`config.mk`:
```
export PLATFORM = sky130hd
export DESIGN_NAME = ddc_ctrl
export DESIGN_NICKNAME = d
export VERILOG_FILES = /design/src/logic/ddc_pkg.sv /design/src/logic/ddc_ctrl.sv
export SDC_FILE = /design/constraint.sdc
export NUM_CORES = 1
export LEC_CHECK = 0
export BUFFER_PORTS_ARGS = -buffer_cell sky130_fd_sc_hd__buf_4
export CAP_MARGIN = 30
export CELL_PAD_IN_SITES_DETAIL_PLACEMENT = 2
export CELL_PAD_IN_SITES_GLOBAL_PLACEMENT = 2
export CORE_ASPECT_RATIO = 1.25
export CORE_MARGIN = 4
export CORE_UTILIZATION = 39
export DETAILED_ROUTE_END_ITERATION = 10
export HOLD_SLACK_MARGIN = 0.06
export PLACE_DENSITY_LB_ADDON = 0.1
export SLEW_MARGIN = 25
export SYNTH_ARGS = -nofsm -noshare
export SYNTH_HDL_FRONTEND = slang
export SYNTH_SLANG_ARGS = --single-unit
```
`constraint.sdc`:
```
create_clock -name clock_in -period 6.57 [get_ports clock_in]
set_input_delay 0.657 -clock clock_in [delete_from_list [all_inputs] [get_ports clock_in]]
set_output_delay 0.657 -clock clock_in [all_outputs]
set_load 0.05 [all_outputs]
```
`src/logic/ddc_pkg.sv`:
```
package ddc_pkg;

    // Controller clock period and the divider that makes the memory clock
    localparam int unsigned CLK_PS = 4000;
    localparam int unsigned CK_DIV = 2;

    function automatic int unsigned cyc_up(input int unsigned ns);
        return (ns * 1000 + CLK_PS - 1) / CLK_PS;
    endfunction : cyc_up

    function automatic int unsigned cyc_dn(input int unsigned ns);
        return (ns * 1000 < CLK_PS) ? 1 : ns * 1000 / CLK_PS;
    endfunction : cyc_dn

    typedef logic [5:0] ddc_cnt_t;

    function automatic ddc_cnt_t cmax(input ddc_cnt_t a, input ddc_cnt_t b);
        return (a > b) ? a : b;
    endfunction : cmax

    // Times in ns as printed, memory clock counts in tCK
    localparam int unsigned TRAS_NS = 40;
    localparam int unsigned TRAS_MAX_NS = 70_000;
    localparam int unsigned TRAP_NS = 15;
    localparam int unsigned TRC_NS = 60;
    localparam int unsigned TRFC_NS = 70;
    localparam int unsigned TRCD_NS = 20;
    localparam int unsigned TRP_NS = 20;
    localparam int unsigned TRRD_NS = 10;
    localparam int unsigned TMRD_NS = 10;
    localparam int unsigned TWR_NS = 15;
    localparam int unsigned TXSNR_NS = 75;
    localparam int unsigned TREFI_NS = 15_600;
    localparam int unsigned TREFC_NS = 140_600;
    localparam int unsigned TWTR_TCK = 2;
    localparam int unsigned TXSRD_TCK = 200;
    localparam int unsigned BURST_TCK = 2;

    localparam ddc_cnt_t T_RAS = 6'(cyc_up(TRAS_NS));
    localparam ddc_cnt_t T_RAP = 6'(cyc_up(TRAP_NS));
    localparam ddc_cnt_t T_RCD = 6'(cyc_up(TRCD_NS));
    localparam ddc_cnt_t T_COL = (T_RCD > T_RAP) ? T_RCD : T_RAP;
    localparam ddc_cnt_t T_RC = 6'(cyc_up(TRC_NS));
    localparam ddc_cnt_t T_RFC = 6'(cyc_up(TRFC_NS));
    localparam ddc_cnt_t T_RP = 6'(cyc_up(TRP_NS));
    localparam ddc_cnt_t T_RRD = 6'(cyc_up(TRRD_NS));
    localparam ddc_cnt_t T_MRD = 6'(cyc_up(TMRD_NS));
    localparam ddc_cnt_t T_BL = 6'(BURST_TCK * CK_DIV);
    // Write data ends five cycles after the command shows on the pins
    localparam ddc_cnt_t W_END = 6'h05;
    localparam ddc_cnt_t T_WRP = W_END + 6'(cyc_up(TWR_NS));
    localparam ddc_cnt_t T_WTR = W_END + 6'(TWTR_TCK * CK_DIV);
    localparam int unsigned XSR_RAW = TXSRD_TCK * CK_DIV;
    localparam logic [8:0] T_XSR = 9'((cyc_up(TXSNR_NS) > XSR_RAW) ?
        cyc_up(TXSNR_NS) : XSR_RAW);
    localparam logic [11:0] T_REFI = 12'(cyc_dn(TREFI_NS));
    localparam logic [14:0] PRE_GUARD = 15'h0040;

    // Command codes as {cs_n, ras_n, cas_n, we_n}
    localparam logic [3:0] CMD_NOP = 4'h7;
    localparam logic [3:0] CMD_ACT = 4'h3;
    localparam logic [3:0] CMD_RD = 4'h5;
    localparam logic [3:0] CMD_WR = 4'h4;
    localparam logic [3:0] CMD_PRE = 4'h2;
    localparam logic [3:0] CMD_REF = 4'h1;
    localparam logic [3:0] CMD_LMR = 4'h0;
    localparam int unsigned AP_BIT = 10;

    typedef enum logic [2:0] {
        OP_ACT, OP_RD, OP_WR, OP_PRE, OP_LMR, OP_SREF, OP_EXIT
    } ddc_op_e;

    typedef enum logic [2:0] {
        ST_RUN = 3'b001, ST_SREF = 3'b010, ST_XSR = 3'b100
    } ddc_st_e;

    typedef struct packed {
        ddc_op_e op;
        logic [1:0] bank;
        logic [11:0] row;
        logic [9:0] col;
        logic auto_pre;
        logic [127:0] wdata;
    } ddc_req_s;

    typedef struct packed {
        logic cke;
        logic [3:0] cmd;
        logic [1:0] ba;
        logic [11:0] addr;
    } ddc_pins_s;

    localparam ddc_pins_s PINS_RST = '{cke: 1'b1, cmd: CMD_NOP,
        ba: 2'h0, addr: 12'h000};

    typedef struct packed {
        logic ph;
        ddc_st_e st;
        ddc_pins_s pins;
        logic [3:0] open;
        logic [3:0][5:0] act_cnt;
        logic [3:0][5:0] col_cnt;
        logic [3:0][5:0] pre_cnt;
        logic [3:0][14:0] open_cnt;
        ddc_cnt_t rrd;
        ddc_cnt_t mrd;
        ddc_cnt_t rfc;
        ddc_cnt_t wtr;
        logic [8:0] xsr;
        logic [11:0] ref_tmr;
        logic ref_pend;
        logic [2:0] wseq;
        logic [127:0] wbuf;
        logic [63:0] dq;
        logic dq_oe;
        logic dqs;
        logic dqs_oe;
        logic [15:0] since_ref;
    } ddc_state_s;

endpackage : ddc_pkg
```
`src/logic/ddc_ctrl.sv`:
```
`timescale 1ns/100ps
module ddc_ctrl #(
    parameter int unsigned RAS_MAX_CYC = ddc_pkg::cyc_dn(ddc_pkg::TRAS_MAX_NS),
    parameter int unsigned REFC_CYC = ddc_pkg::cyc_dn(ddc_pkg::TREFC_NS)
) (
    input wire logic clock_in,
    input wire logic nrst_in,
    input wire logic req_valid_in,
    input wire ddc_pkg::ddc_req_s req_in,
    output logic req_ready_out,
    output ddc_pkg::ddc_pins_s pins_out,
    output logic ck_out,
    output logic ck_n_out,
    output logic [63:0] dq_out,
    output logic dq_oe_out,
    output logic [7:0] dqs_out,
    output logic dqs_oe_out,
    output logic [7:0] dm_out
);
    import ddc_pkg::*;

    ddc_state_s s_reg;
    ddc_state_s s_next;

    always_comb begin
        logic all_closed;
        logic all_pre_ok;
        logic all_act_ok;
        logic guard;
        logic ok;
        logic [1:0] b;
        ddc_cnt_t np;
        logic ref_due;
        all_closed = ~|s_reg.open;
        ref_due = 1'b0;
        all_pre_ok = 1'b1;
        all_act_ok = 1'b1;
        guard = 1'b0;
        ok = 1'b0;
        b = req_in.bank;
        np = '0;
        s_next = s_reg;
        req_ready_out = 1'b0;
        // Memory clock is the controller clock divided by two
        s_next.ph = ~s_reg.ph;
        s_next.pins.cmd = CMD_NOP;
        for (int i = 0; i < 4; i++) begin
            if (s_reg.act_cnt[i] != '0) begin
                s_next.act_cnt[i] = s_reg.act_cnt[i] - 6'h01;
            end
            if (s_reg.col_cnt[i] != '0) begin
                s_next.col_cnt[i] = s_reg.col_cnt[i] - 6'h01;
            end
            if (s_reg.pre_cnt[i] != '0) begin
                s_next.pre_cnt[i] = s_reg.pre_cnt[i] - 6'h01;
            end
            if (s_reg.open[i] && s_reg.open_cnt[i] != '0) begin
                s_next.open_cnt[i] = s_reg.open_cnt[i] - 15'h0001;
            end
            if (s_reg.pre_cnt[i] != '0) all_pre_ok = 1'b0;
            if (s_reg.act_cnt[i] != '0) all_act_ok = 1'b0;
            // Close rows well before the longest open time runs out
            if (s_reg.open[i] && s_reg.open_cnt[i] < PRE_GUARD) begin
                guard = 1'b1;
            end
        end
        if (s_reg.rrd != '0) s_next.rrd = s_reg.rrd - 6'h01;
        if (s_reg.mrd != '0) s_next.mrd = s_reg.mrd - 6'h01;
        if (s_reg.rfc != '0) s_next.rfc = s_reg.rfc - 6'h01;
        if (s_reg.wtr != '0) s_next.wtr = s_reg.wtr - 6'h01;
        if (s_reg.xsr != '0) s_next.xsr = s_reg.xsr - 9'h001;
        if (s_reg.st == ST_RUN) begin
            s_next.since_ref = s_reg.since_ref + 16'h0001;
            // Timer restarts at the due point, so the average stays exact
            if (s_reg.ref_tmr == T_REFI - 12'h001) begin
                s_next.ref_tmr = '0;
                s_next.ref_pend = 1'b1;
                ref_due = 1'b1;
            end else begin
                s_next.ref_tmr = s_reg.ref_tmr + 12'h001;
            end
        end
        // Write strobe: two low preamble cycles, one high, one low, then postamble
        if (s_reg.wseq != '0) begin
            s_next.wseq = (s_reg.wseq == 3'h6) ? 3'h0 : s_reg.wseq + 3'h1;
        end
        s_next.dqs_oe = s_next.wseq >= 3'h2;
        s_next.dqs = s_next.wseq == 3'h4;
        s_next.dq_oe = s_next.wseq == 3'h4 || s_next.wseq == 3'h5;
        if (s_next.wseq == 3'h4) s_next.dq = s_reg.wbuf[63:0];
        if (s_next.wseq == 3'h5) s_next.dq = s_reg.wbuf[127:64];

        case (req_in.op)
            OP_ACT: ok = !s_reg.open[b] && s_reg.act_cnt[b] == '0
                && s_reg.rrd == '0 && s_reg.rfc == '0;
            OP_RD: ok = s_reg.open[b] && s_reg.col_cnt[b] == '0
                && s_reg.wtr == '0 && s_reg.wseq == '0;
            OP_WR: ok = s_reg.open[b] && s_reg.col_cnt[b] == '0
                && s_reg.wseq == '0;
            OP_PRE: ok = req_in.auto_pre ? all_pre_ok
                : s_reg.pre_cnt[b] == '0;
            OP_EXIT: ok = 1'b1;
            default: ok = all_closed && all_act_ok && s_reg.rfc == '0
                && s_reg.wseq == '0;
        endcase

        // Commands change while the memory clock is low
        if (s_reg.ph) begin
            case (s_reg.st)
                ST_RUN: begin
                    if (s_reg.mrd != '0) begin
                    end else if (s_reg.ref_pend || guard) begin
                        if (!all_closed) begin
                            if (all_pre_ok) begin
                                s_next.pins.cmd = CMD_PRE;
                                s_next.pins.addr = 12'h000;
                                s_next.pins.addr[AP_BIT] = 1'b1;
                                s_next.open = '0;
                                for (int i = 0; i < 4; i++) begin
                                    s_next.act_cnt[i] =
                                        cmax(s_reg.act_cnt[i], T_RP);
                                end
                            end
                        end else if (s_reg.ref_pend && all_act_ok
                                && s_reg.rfc == '0) begin
                            s_next.pins.cmd = CMD_REF;
                            s_next.rfc = T_RFC;
                            // Set wins: a refresh due this cycle stays owed
                            s_next.ref_pend = ref_due;
                            s_next.since_ref = '0;
                        end
                    end else if (req_valid_in && ok) begin
                        req_ready_out = 1'b1;
                        s_next.pins.ba = b;
                        s_next.pins.addr = {1'b0, req_in.auto_pre, req_in.col};
                        case (req_in.op)
                            OP_ACT: begin
                                s_next.pins.cmd = CMD_ACT;
                                s_next.pins.addr = req_in.row;
                                s_next.open[b] = 1'b1;
                                s_next.open_cnt[b] = 15'(RAS_MAX_CYC);
                                s_next.pre_cnt[b] = T_RAS;
                                s_next.col_cnt[b] = T_COL;
                                s_next.act_cnt[b] = T_RC;
                                s_next.rrd = T_RRD;
                            end
                            OP_RD, OP_WR: begin
                                np = s_reg.pre_cnt[b];
                                if (req_in.op == OP_WR) begin
                                    s_next.pins.cmd = CMD_WR;
                                    s_next.wseq = 3'h1;
                                    s_next.wbuf = req_in.wdata;
                                    s_next.wtr = T_WTR;
                                    np = cmax(np, T_WRP);
                                    s_next.pre_cnt[b] = np;
                                end else begin
                                    s_next.pins.cmd = CMD_RD;
                                end
                                if (req_in.auto_pre) begin
                                    s_next.open[b] = 1'b0;
                                    s_next.act_cnt[b] = cmax(
                                        s_reg.act_cnt[b], np + T_RP + T_BL);
                                end
                            end
                            OP_PRE: begin
                                s_next.pins.cmd = CMD_PRE;
                                for (int i = 0; i < 4; i++) begin
                                    if (req_in.auto_pre
                                            || b == 2'(i)) begin
                                        s_next.open[i] = 1'b0;
                                        s_next.act_cnt[i] =
                                            cmax(s_reg.act_cnt[i], T_RP);
                                    end
                                end
                            end
                            OP_LMR: begin
                                // Reserved targets are taken and dropped
                                if (!b[1]) begin
                                    s_next.pins.cmd = CMD_LMR;
                                    s_next.pins.addr = req_in.row;
                                    s_next.mrd = T_MRD;
                                end
                            end
                            OP_SREF: begin
                                s_next.pins.cmd = CMD_REF;
                                s_next.pins.cke = 1'b0;
                                s_next.st = ST_SREF;
                                s_next.ref_pend = ref_due;
                            end
                            default: begin
                            end
                        endcase
                    end
                end
                ST_SREF: begin
                    if (req_valid_in && req_in.op == OP_EXIT) begin
                        req_ready_out = 1'b1;
                        s_next.pins.cke = 1'b1;
                        s_next.st = ST_XSR;
                        s_next.xsr = T_XSR;
                    end
                end
                ST_XSR: begin
                    if (s_reg.xsr == '0) begin
                        s_next.st = ST_RUN;
                        s_next.ref_tmr = '0;
                        s_next.since_ref = '0;
                    end
                end
                default: s_next.st = ST_RUN;
            endcase
        end
    end

    always_ff @(posedge clock_in or negedge nrst_in) begin
        if (!nrst_in) begin
            s_reg <= '0;
            s_reg.pins <= PINS_RST;
            s_reg.st <= ST_RUN;
        end else begin
            s_reg <= s_next;
        end
    end

    assign pins_out = s_reg.pins;
    assign ck_out = s_reg.ph;
    assign ck_n_out = ~s_reg.ph;
    assign dq_out = s_reg.dq;
    assign dq_oe_out = s_reg.dq_oe;
    assign dqs_out = {8{s_reg.dqs}};
    assign dqs_oe_out = s_reg.dqs_oe;
    // No byte masking; every written byte is kept
    assign dm_out = 8'h00;

    logic is_act;
    logic is_pre;
    logic is_rd;
    logic is_wr;
    logic is_ref;
    logic is_lmr;
    assign is_act = pins_out.cmd == CMD_ACT;
    assign is_pre = pins_out.cmd == CMD_PRE;
    assign is_rd = pins_out.cmd == CMD_RD;
    assign is_wr = pins_out.cmd == CMD_WR;
    assign is_ref = pins_out.cmd == CMD_REF;
    assign is_lmr = pins_out.cmd == CMD_LMR;

    for (genvar g = 0; g < 4; g++) begin : g_bank
        logic hit_act;
        logic hit_pre;
        logic hit_col;
        assign hit_act = is_act && pins_out.ba == 2'(g);
        assign hit_pre = is_pre && (pins_out.addr[AP_BIT]
            || pins_out.ba == 2'(g));
        assign hit_col = (is_rd || is_wr) && pins_out.ba == 2'(g);

    end
endmodule : ddc_ctrl

```
* Yosys cells after proc, flatten, opt, wreduce, memory -nomap -nowiden
Cells that the tools add are included.
** Word-level totals
- Bits in registers :: 403
- Logic and storage cells :: 341
** Operators by class
- Add/subtract/negate cells :: 25
- $lt $le $gt $ge :: 13
- Equality and inequality tests :: 29
- Mux-type cells :: 139
- Bitwise gates (word level) :: 18
- Reduce and logical (&&, ||, !) cells :: 78
** Operator list (number)
- 132-bit two-way mux :: 3
- 131-bit two-way mux :: 3
- 331-bit two-way mux :: 1
- 6-bit two-way mux :: 46
- 182-bit two-way mux :: 1
- 178-bit two-way mux :: 1
- 170-bit two-way mux :: 1
- 64-bit two-way mux :: 2
- 120-bit two-way mux :: 1
- 40-bit two-way mux :: 3
- 6-bit nonzero test :: 16
- 6-bit by 1-bit subtractor with 6-bit output (second input constant) :: 16
- 28-bit one-hot mux with 3 select lines :: 1
- 15-bit two-way mux :: 5
- 66-bit two-way mux :: 1
- 15-bit by 7-bit < comparator with 1-bit output (second input constant) :: 4
- 15-bit nonzero test :: 4
- 15-bit by 1-bit subtractor with 15-bit output (second input constant) :: 4
- 24-bit bitwise mux :: 2
- 12-bit two-way mux :: 4
- 24-bit two-way mux :: 2
- 24-bit one-hot mux with 2 select lines :: 1
- 36-bit AND :: 1
- 6-bit binary-select mux with 2-bit select :: 3
- 64 further kinds :: 176

* Depth between registers and ports, before layout
- Depth after elaboration :: 27
- Depth in mapped cells :: 20

* Worst setup path before layout
Ideal clock, no wire load.
- Path type :: input to register
- Start point :: input port req_in[151] (netlist bit)
- End point :: register s_reg[375] (netlist bit)
- Setup time :: 0.139 ns
- Arrival :: 4.885 ns
- Setup slack :: 1.546 ns
- Cell stages on the path :: 18
- Buffers on the path :: 2
- Cell sequence :: buf_2 buf_2 mux4_2 a31oi_1 inv_1 ha_1 a21oi_1 mux2i_1 inv_1 ha_1 nand3_1 a21oi_1 o31a_1 o22ai_1 mux2_2 a222oi_1 a21o_1 a31oi_1
** RTL lines
- start: declaration :: line ddc_ctrl.sv:9 : input wire ddc_pkg::ddc_req_s req_in,
- end signal: assignment :: line ddc_ctrl.sv:221 : s_reg <= s_next;
- end: declaration :: line ddc_ctrl.sv:22 : ddc_state_s s_reg;

* Worst setup path in the final report
- Start point :: register s_reg[236] (netlist bit)
- End point :: output port req_ready_out
** On the way
- Longest elaborated chain between the ends :: 10
** Ends and longest elaborated chain
- 6-bit logical NOT :: line ddc_ctrl.sv:97 : && s_reg.wtr == '0 && s_reg.wseq == '0;
- 1-bit logical AND (2 in a row) :: line ddc_ctrl.sv:97
- 1-bit one-hot mux with 5 select lines :: line ddc_ctrl.sv:93 : case (req_in.op)
- 1-bit logical AND :: line ddc_ctrl.sv:132 : end else if (req_valid_in && ok) begin
- 1-bit two-way mux :: line ddc_ctrl.sv:132
- 1-bit two-way mux :: line ddc_ctrl.sv:112 : end else if (s_reg.ref_pend || guard) begin
- 1-bit two-way mux :: line ddc_ctrl.sv:111 : if (s_reg.mrd != '0) begin
- 1-bit one-hot mux with 2 select lines :: line ddc_ctrl.sv:109 : case (s_reg.st)
- 1-bit two-way mux :: line ddc_ctrl.sv:108 : if (s_reg.ph) begin
- end: declaration :: line ddc_ctrl.sv:10 : output logic req_ready_out,
Every way passes these cells.

==> metrics.yaml <==
place:
  gp_congestion: 0.902
  placed_cell_area_um2: 23900
  io_buffers: 253
  dp_hpwl_um: 55200
logic_synthesis:
  ys_ff_latch: 402
  synth-seq-area-share: 0.457
  synth_cell_types: 75
  netlist_top_cells_area: "dfrtp_1 45%, nand2_1 11%, nor2_1 3.9%, mux2i_1 3.9%, buf_4 3.7%"
  synth.largest_area_cell: "dfrtp_1"
  avgSynthCellArea_um2: 8.65
  syn_area_um2: 22000
  synth_edf_count: 0
  synthArstFlopShare: 1.00
  synth-main-ff-cell: "dfrtp_1"
  ys_warn_count: 0
  syn_inst: 2548
  synth_top_area_share: 0.451
timing:
  skew_ns: 0.0248
  setup_viol: 0
  rsz0062_at_grt: "no"
  fin_crit_sh: 0.776
  setup_tns_ns: 0
  worst_pin_slew_ns: 0.956
  max_slew_margin: 0.363
  period_minus_slack_ns: 5.10
  hold_viol_final: 0
  max_freq_mhz: 196
  final_max_slew_viol_count: 0
clock_network:
  htree_num_levels: 2
  worstSkewPairLatency_ns: 0.59
  root_buffer: "clkbuf_16"
  cts_setup_buffers: 0
  cts_hold_buffers: 0
  clk_pin_slew_ns: 0.06
  cts.sinks: 402
  postCtsResizedCells: 0
  clockBufferDepth: 3
  cts_buffers: 46
  tritoncts: "done"
job:
  cap_viol_max_count: 0
worst_setup_path:
  cp-start-kind: "register"
  cp.arrival_ns: 4.44
  critPathKind: "reg -> out"
  cp-end-kind: "output port"
  critical_path_required_ns: 5.91
  crit_fanout: 21
worst_hold_path:
  hold_class: "in -> async"
layout:
  n_fill_cell: 6182
  final_nets: 2877
  areaGrowthSynthToFinish_pct: 15.1
  mostFrequentLayoutCells: "653 x nand2_1, 397 x dfrtp_1, 277 x buf_4"
  fin_area_um2: 25400
  largest_reg_flops: 316
  final_common_cell: "nand2_1"
  layout-drive-gt1-share: 0.151
global_routing:
  grt_pass1_vias: 21400
  grt_pass1_wl_um: 121000
  overflow: 0
  grt_max_degree: 129
  grtUsageTotal: 0.253
  grt_antenna_before_repair: 2
power_and_ir_drop:
  power.density_nw_per_um2: 324
  clock_power_share: 0.300
  cellLeakagePower_nw: 12.2
  switching_share: 0.378
  power_mw: 8.22
  switchingPower_mw: 3.10
  max-vdd-ir-drop_mv: 0.207
  p_int_mw: 5.12
  p_seq_frac: 0.383
  power.share.combinational: 0.316
routing:
  drtPass1Iterations: 5
  drt_iter0_markers: 1181
  drc: 0
  wl_per_cell_um: 22.5
  ant_nets: 0
  num_vias: 19200
  drt_wl_total_um: 77700
  routed_via_density: 5.55
die:
  dieArea_um2: 60400
  die_x_um: 221
  fp-row-count: 97
  ioPinCount: 263
  dieHeight_um: 274
  coreArea_um2: 55900
  start_util: 0.394
outcome:
  status: "finished, final reports clean"
worst max-delay path: stages, from the launching register on:
cell	delay [ns]
dfrtp_1	0.39
inv_1	0.10
ha_1	0.22
or3b_2	0.51
o41ai_1	0.62
nand4b_1	0.23
o32a_2	0.55
a211o_1	0.70
o21ai_0	0.28
buf_4	0.25
power groups by stage:
stage	sequential [mW]	combinational [mW]	clock (mW)
5_1_grt	3.19	2.85	2.64
6_report	3.15	2.60	2.47
3_5_place_dp	3.18	2.57	0
2_1_floorplan	3.02	1.85	0
3_3_place_gp	3.16	2.42	0
4_1_cts	3.14	2.60	2.53
cells in the mapped netlist, types with 4 or more instances:
master / count
a211o_1: 5
a211oi_1: 26
a21o_1: 6
a21oi_1: 101
a31oi_1: 19
and2_1: 13
and3_1: 21
buf_1: 12
buf_2: 25
buf_4: 108
clkbuf_1: 69
dfrtp_1: 397
dfstp_2: 5
ha_1: 45
inv_1: 70
mux2_2: 4
mux2i_1: 85
mux4_2: 14
nand2_1: 654
nand2b_1: 21
nand3_1: 62
nand3b_1: 6
nand4_1: 11
nor2_1: 231
nor2b_1: 18
nor3_1: 57
nor3b_1: 4
nor4_1: 27
o21a_1: 8
o21ai_0: 154
o21ai_1: 4
o221a_2: 4
o22ai_1: 13
o31a_1: 4
o31ai_1: 9
or2_2: 18
or3_1: 16
or4_1: 21
xnor2_1: 83
xor2_1: 36
final cells by class:
| type | instances | area, um2 | area share |
|---|---|---|---|
| repair buffers | 283 | 2170 | 0.0857 |
| well taps | 742 | 928 | 0.0366 |
| diodes | 1 | 2.50 | 0.0000987 |
| flip-flops and latches | 402 | 10100 | 0.397 |
| multi-input cells | 1870 | 10500 | 0.415 |
| clock inverters | 13 | 95.1 | 0.00375 |
| clock buffers | 71 | 1310 | 0.0515 |
| inverters | 70 | 263 | 0.0104 |
kinds of logic (layout without fill, tap and decap cells):
logic type                 after synthesis  in the layout  share of synthesized area
buffers and inverters                  284            437                     0.0682
DFF                                    402            402                      0.457
and+or+nand+nor                       1192           1192                      0.234
muxes                                  103            103                     0.0550
AOI/OAI and AO/OA                      402            402                      0.113
xor gates and xnor gates               119            119                     0.0473
adders and majority gates               45             45                     0.0256
other                                    1             10                   0.000170
metal layers:
metal | share of wire | GRT usage | vias up
li1 | - | - | 8737
met1 | 0.41 | 0.301 | 9856
met2 | 0.51 | 0.456 | 407
met3 | 0.041 | 0.0382 | 166
met4 | 0.043 | 0.0986 | 2
met5 | 0.00013 | 0 | -
per-stage QoR:
stage	hold WS, ns	util	instances	setup WS, ns
final	0.0735	0.453	3452	1.47
after global routing	0.150	0.453	3452	1.29
after CTS	0.116	0.453	3449	1.44
after detailed placement	0.455	0.428	3365	1.18
after global placement	0.448	0.428	3364	1.33
after floorplan	0.361	-	2556	1.55
worst paths after layout:
check / start / end / slack [ns] / depth (start not counted)
setup / recovery: s_reg[236] / req_ready_out / 1.47 / 9
max in group asynchronous: nrst_in / s_reg[331] / 5.04 / 2
hold / removal: nrst_in / s_reg[166] / 0.07 / 1
min in group clock_in: req_in[71] / s_reg[154] / 0.27 / 3
hold reg to reg: s_reg[194] / s_reg[194] / 0.47 / 2
setup reg to reg: s_reg[337] / s_reg[379] / 1.58 / 18
Note: power is estimated with default switching activity, not from simulation.
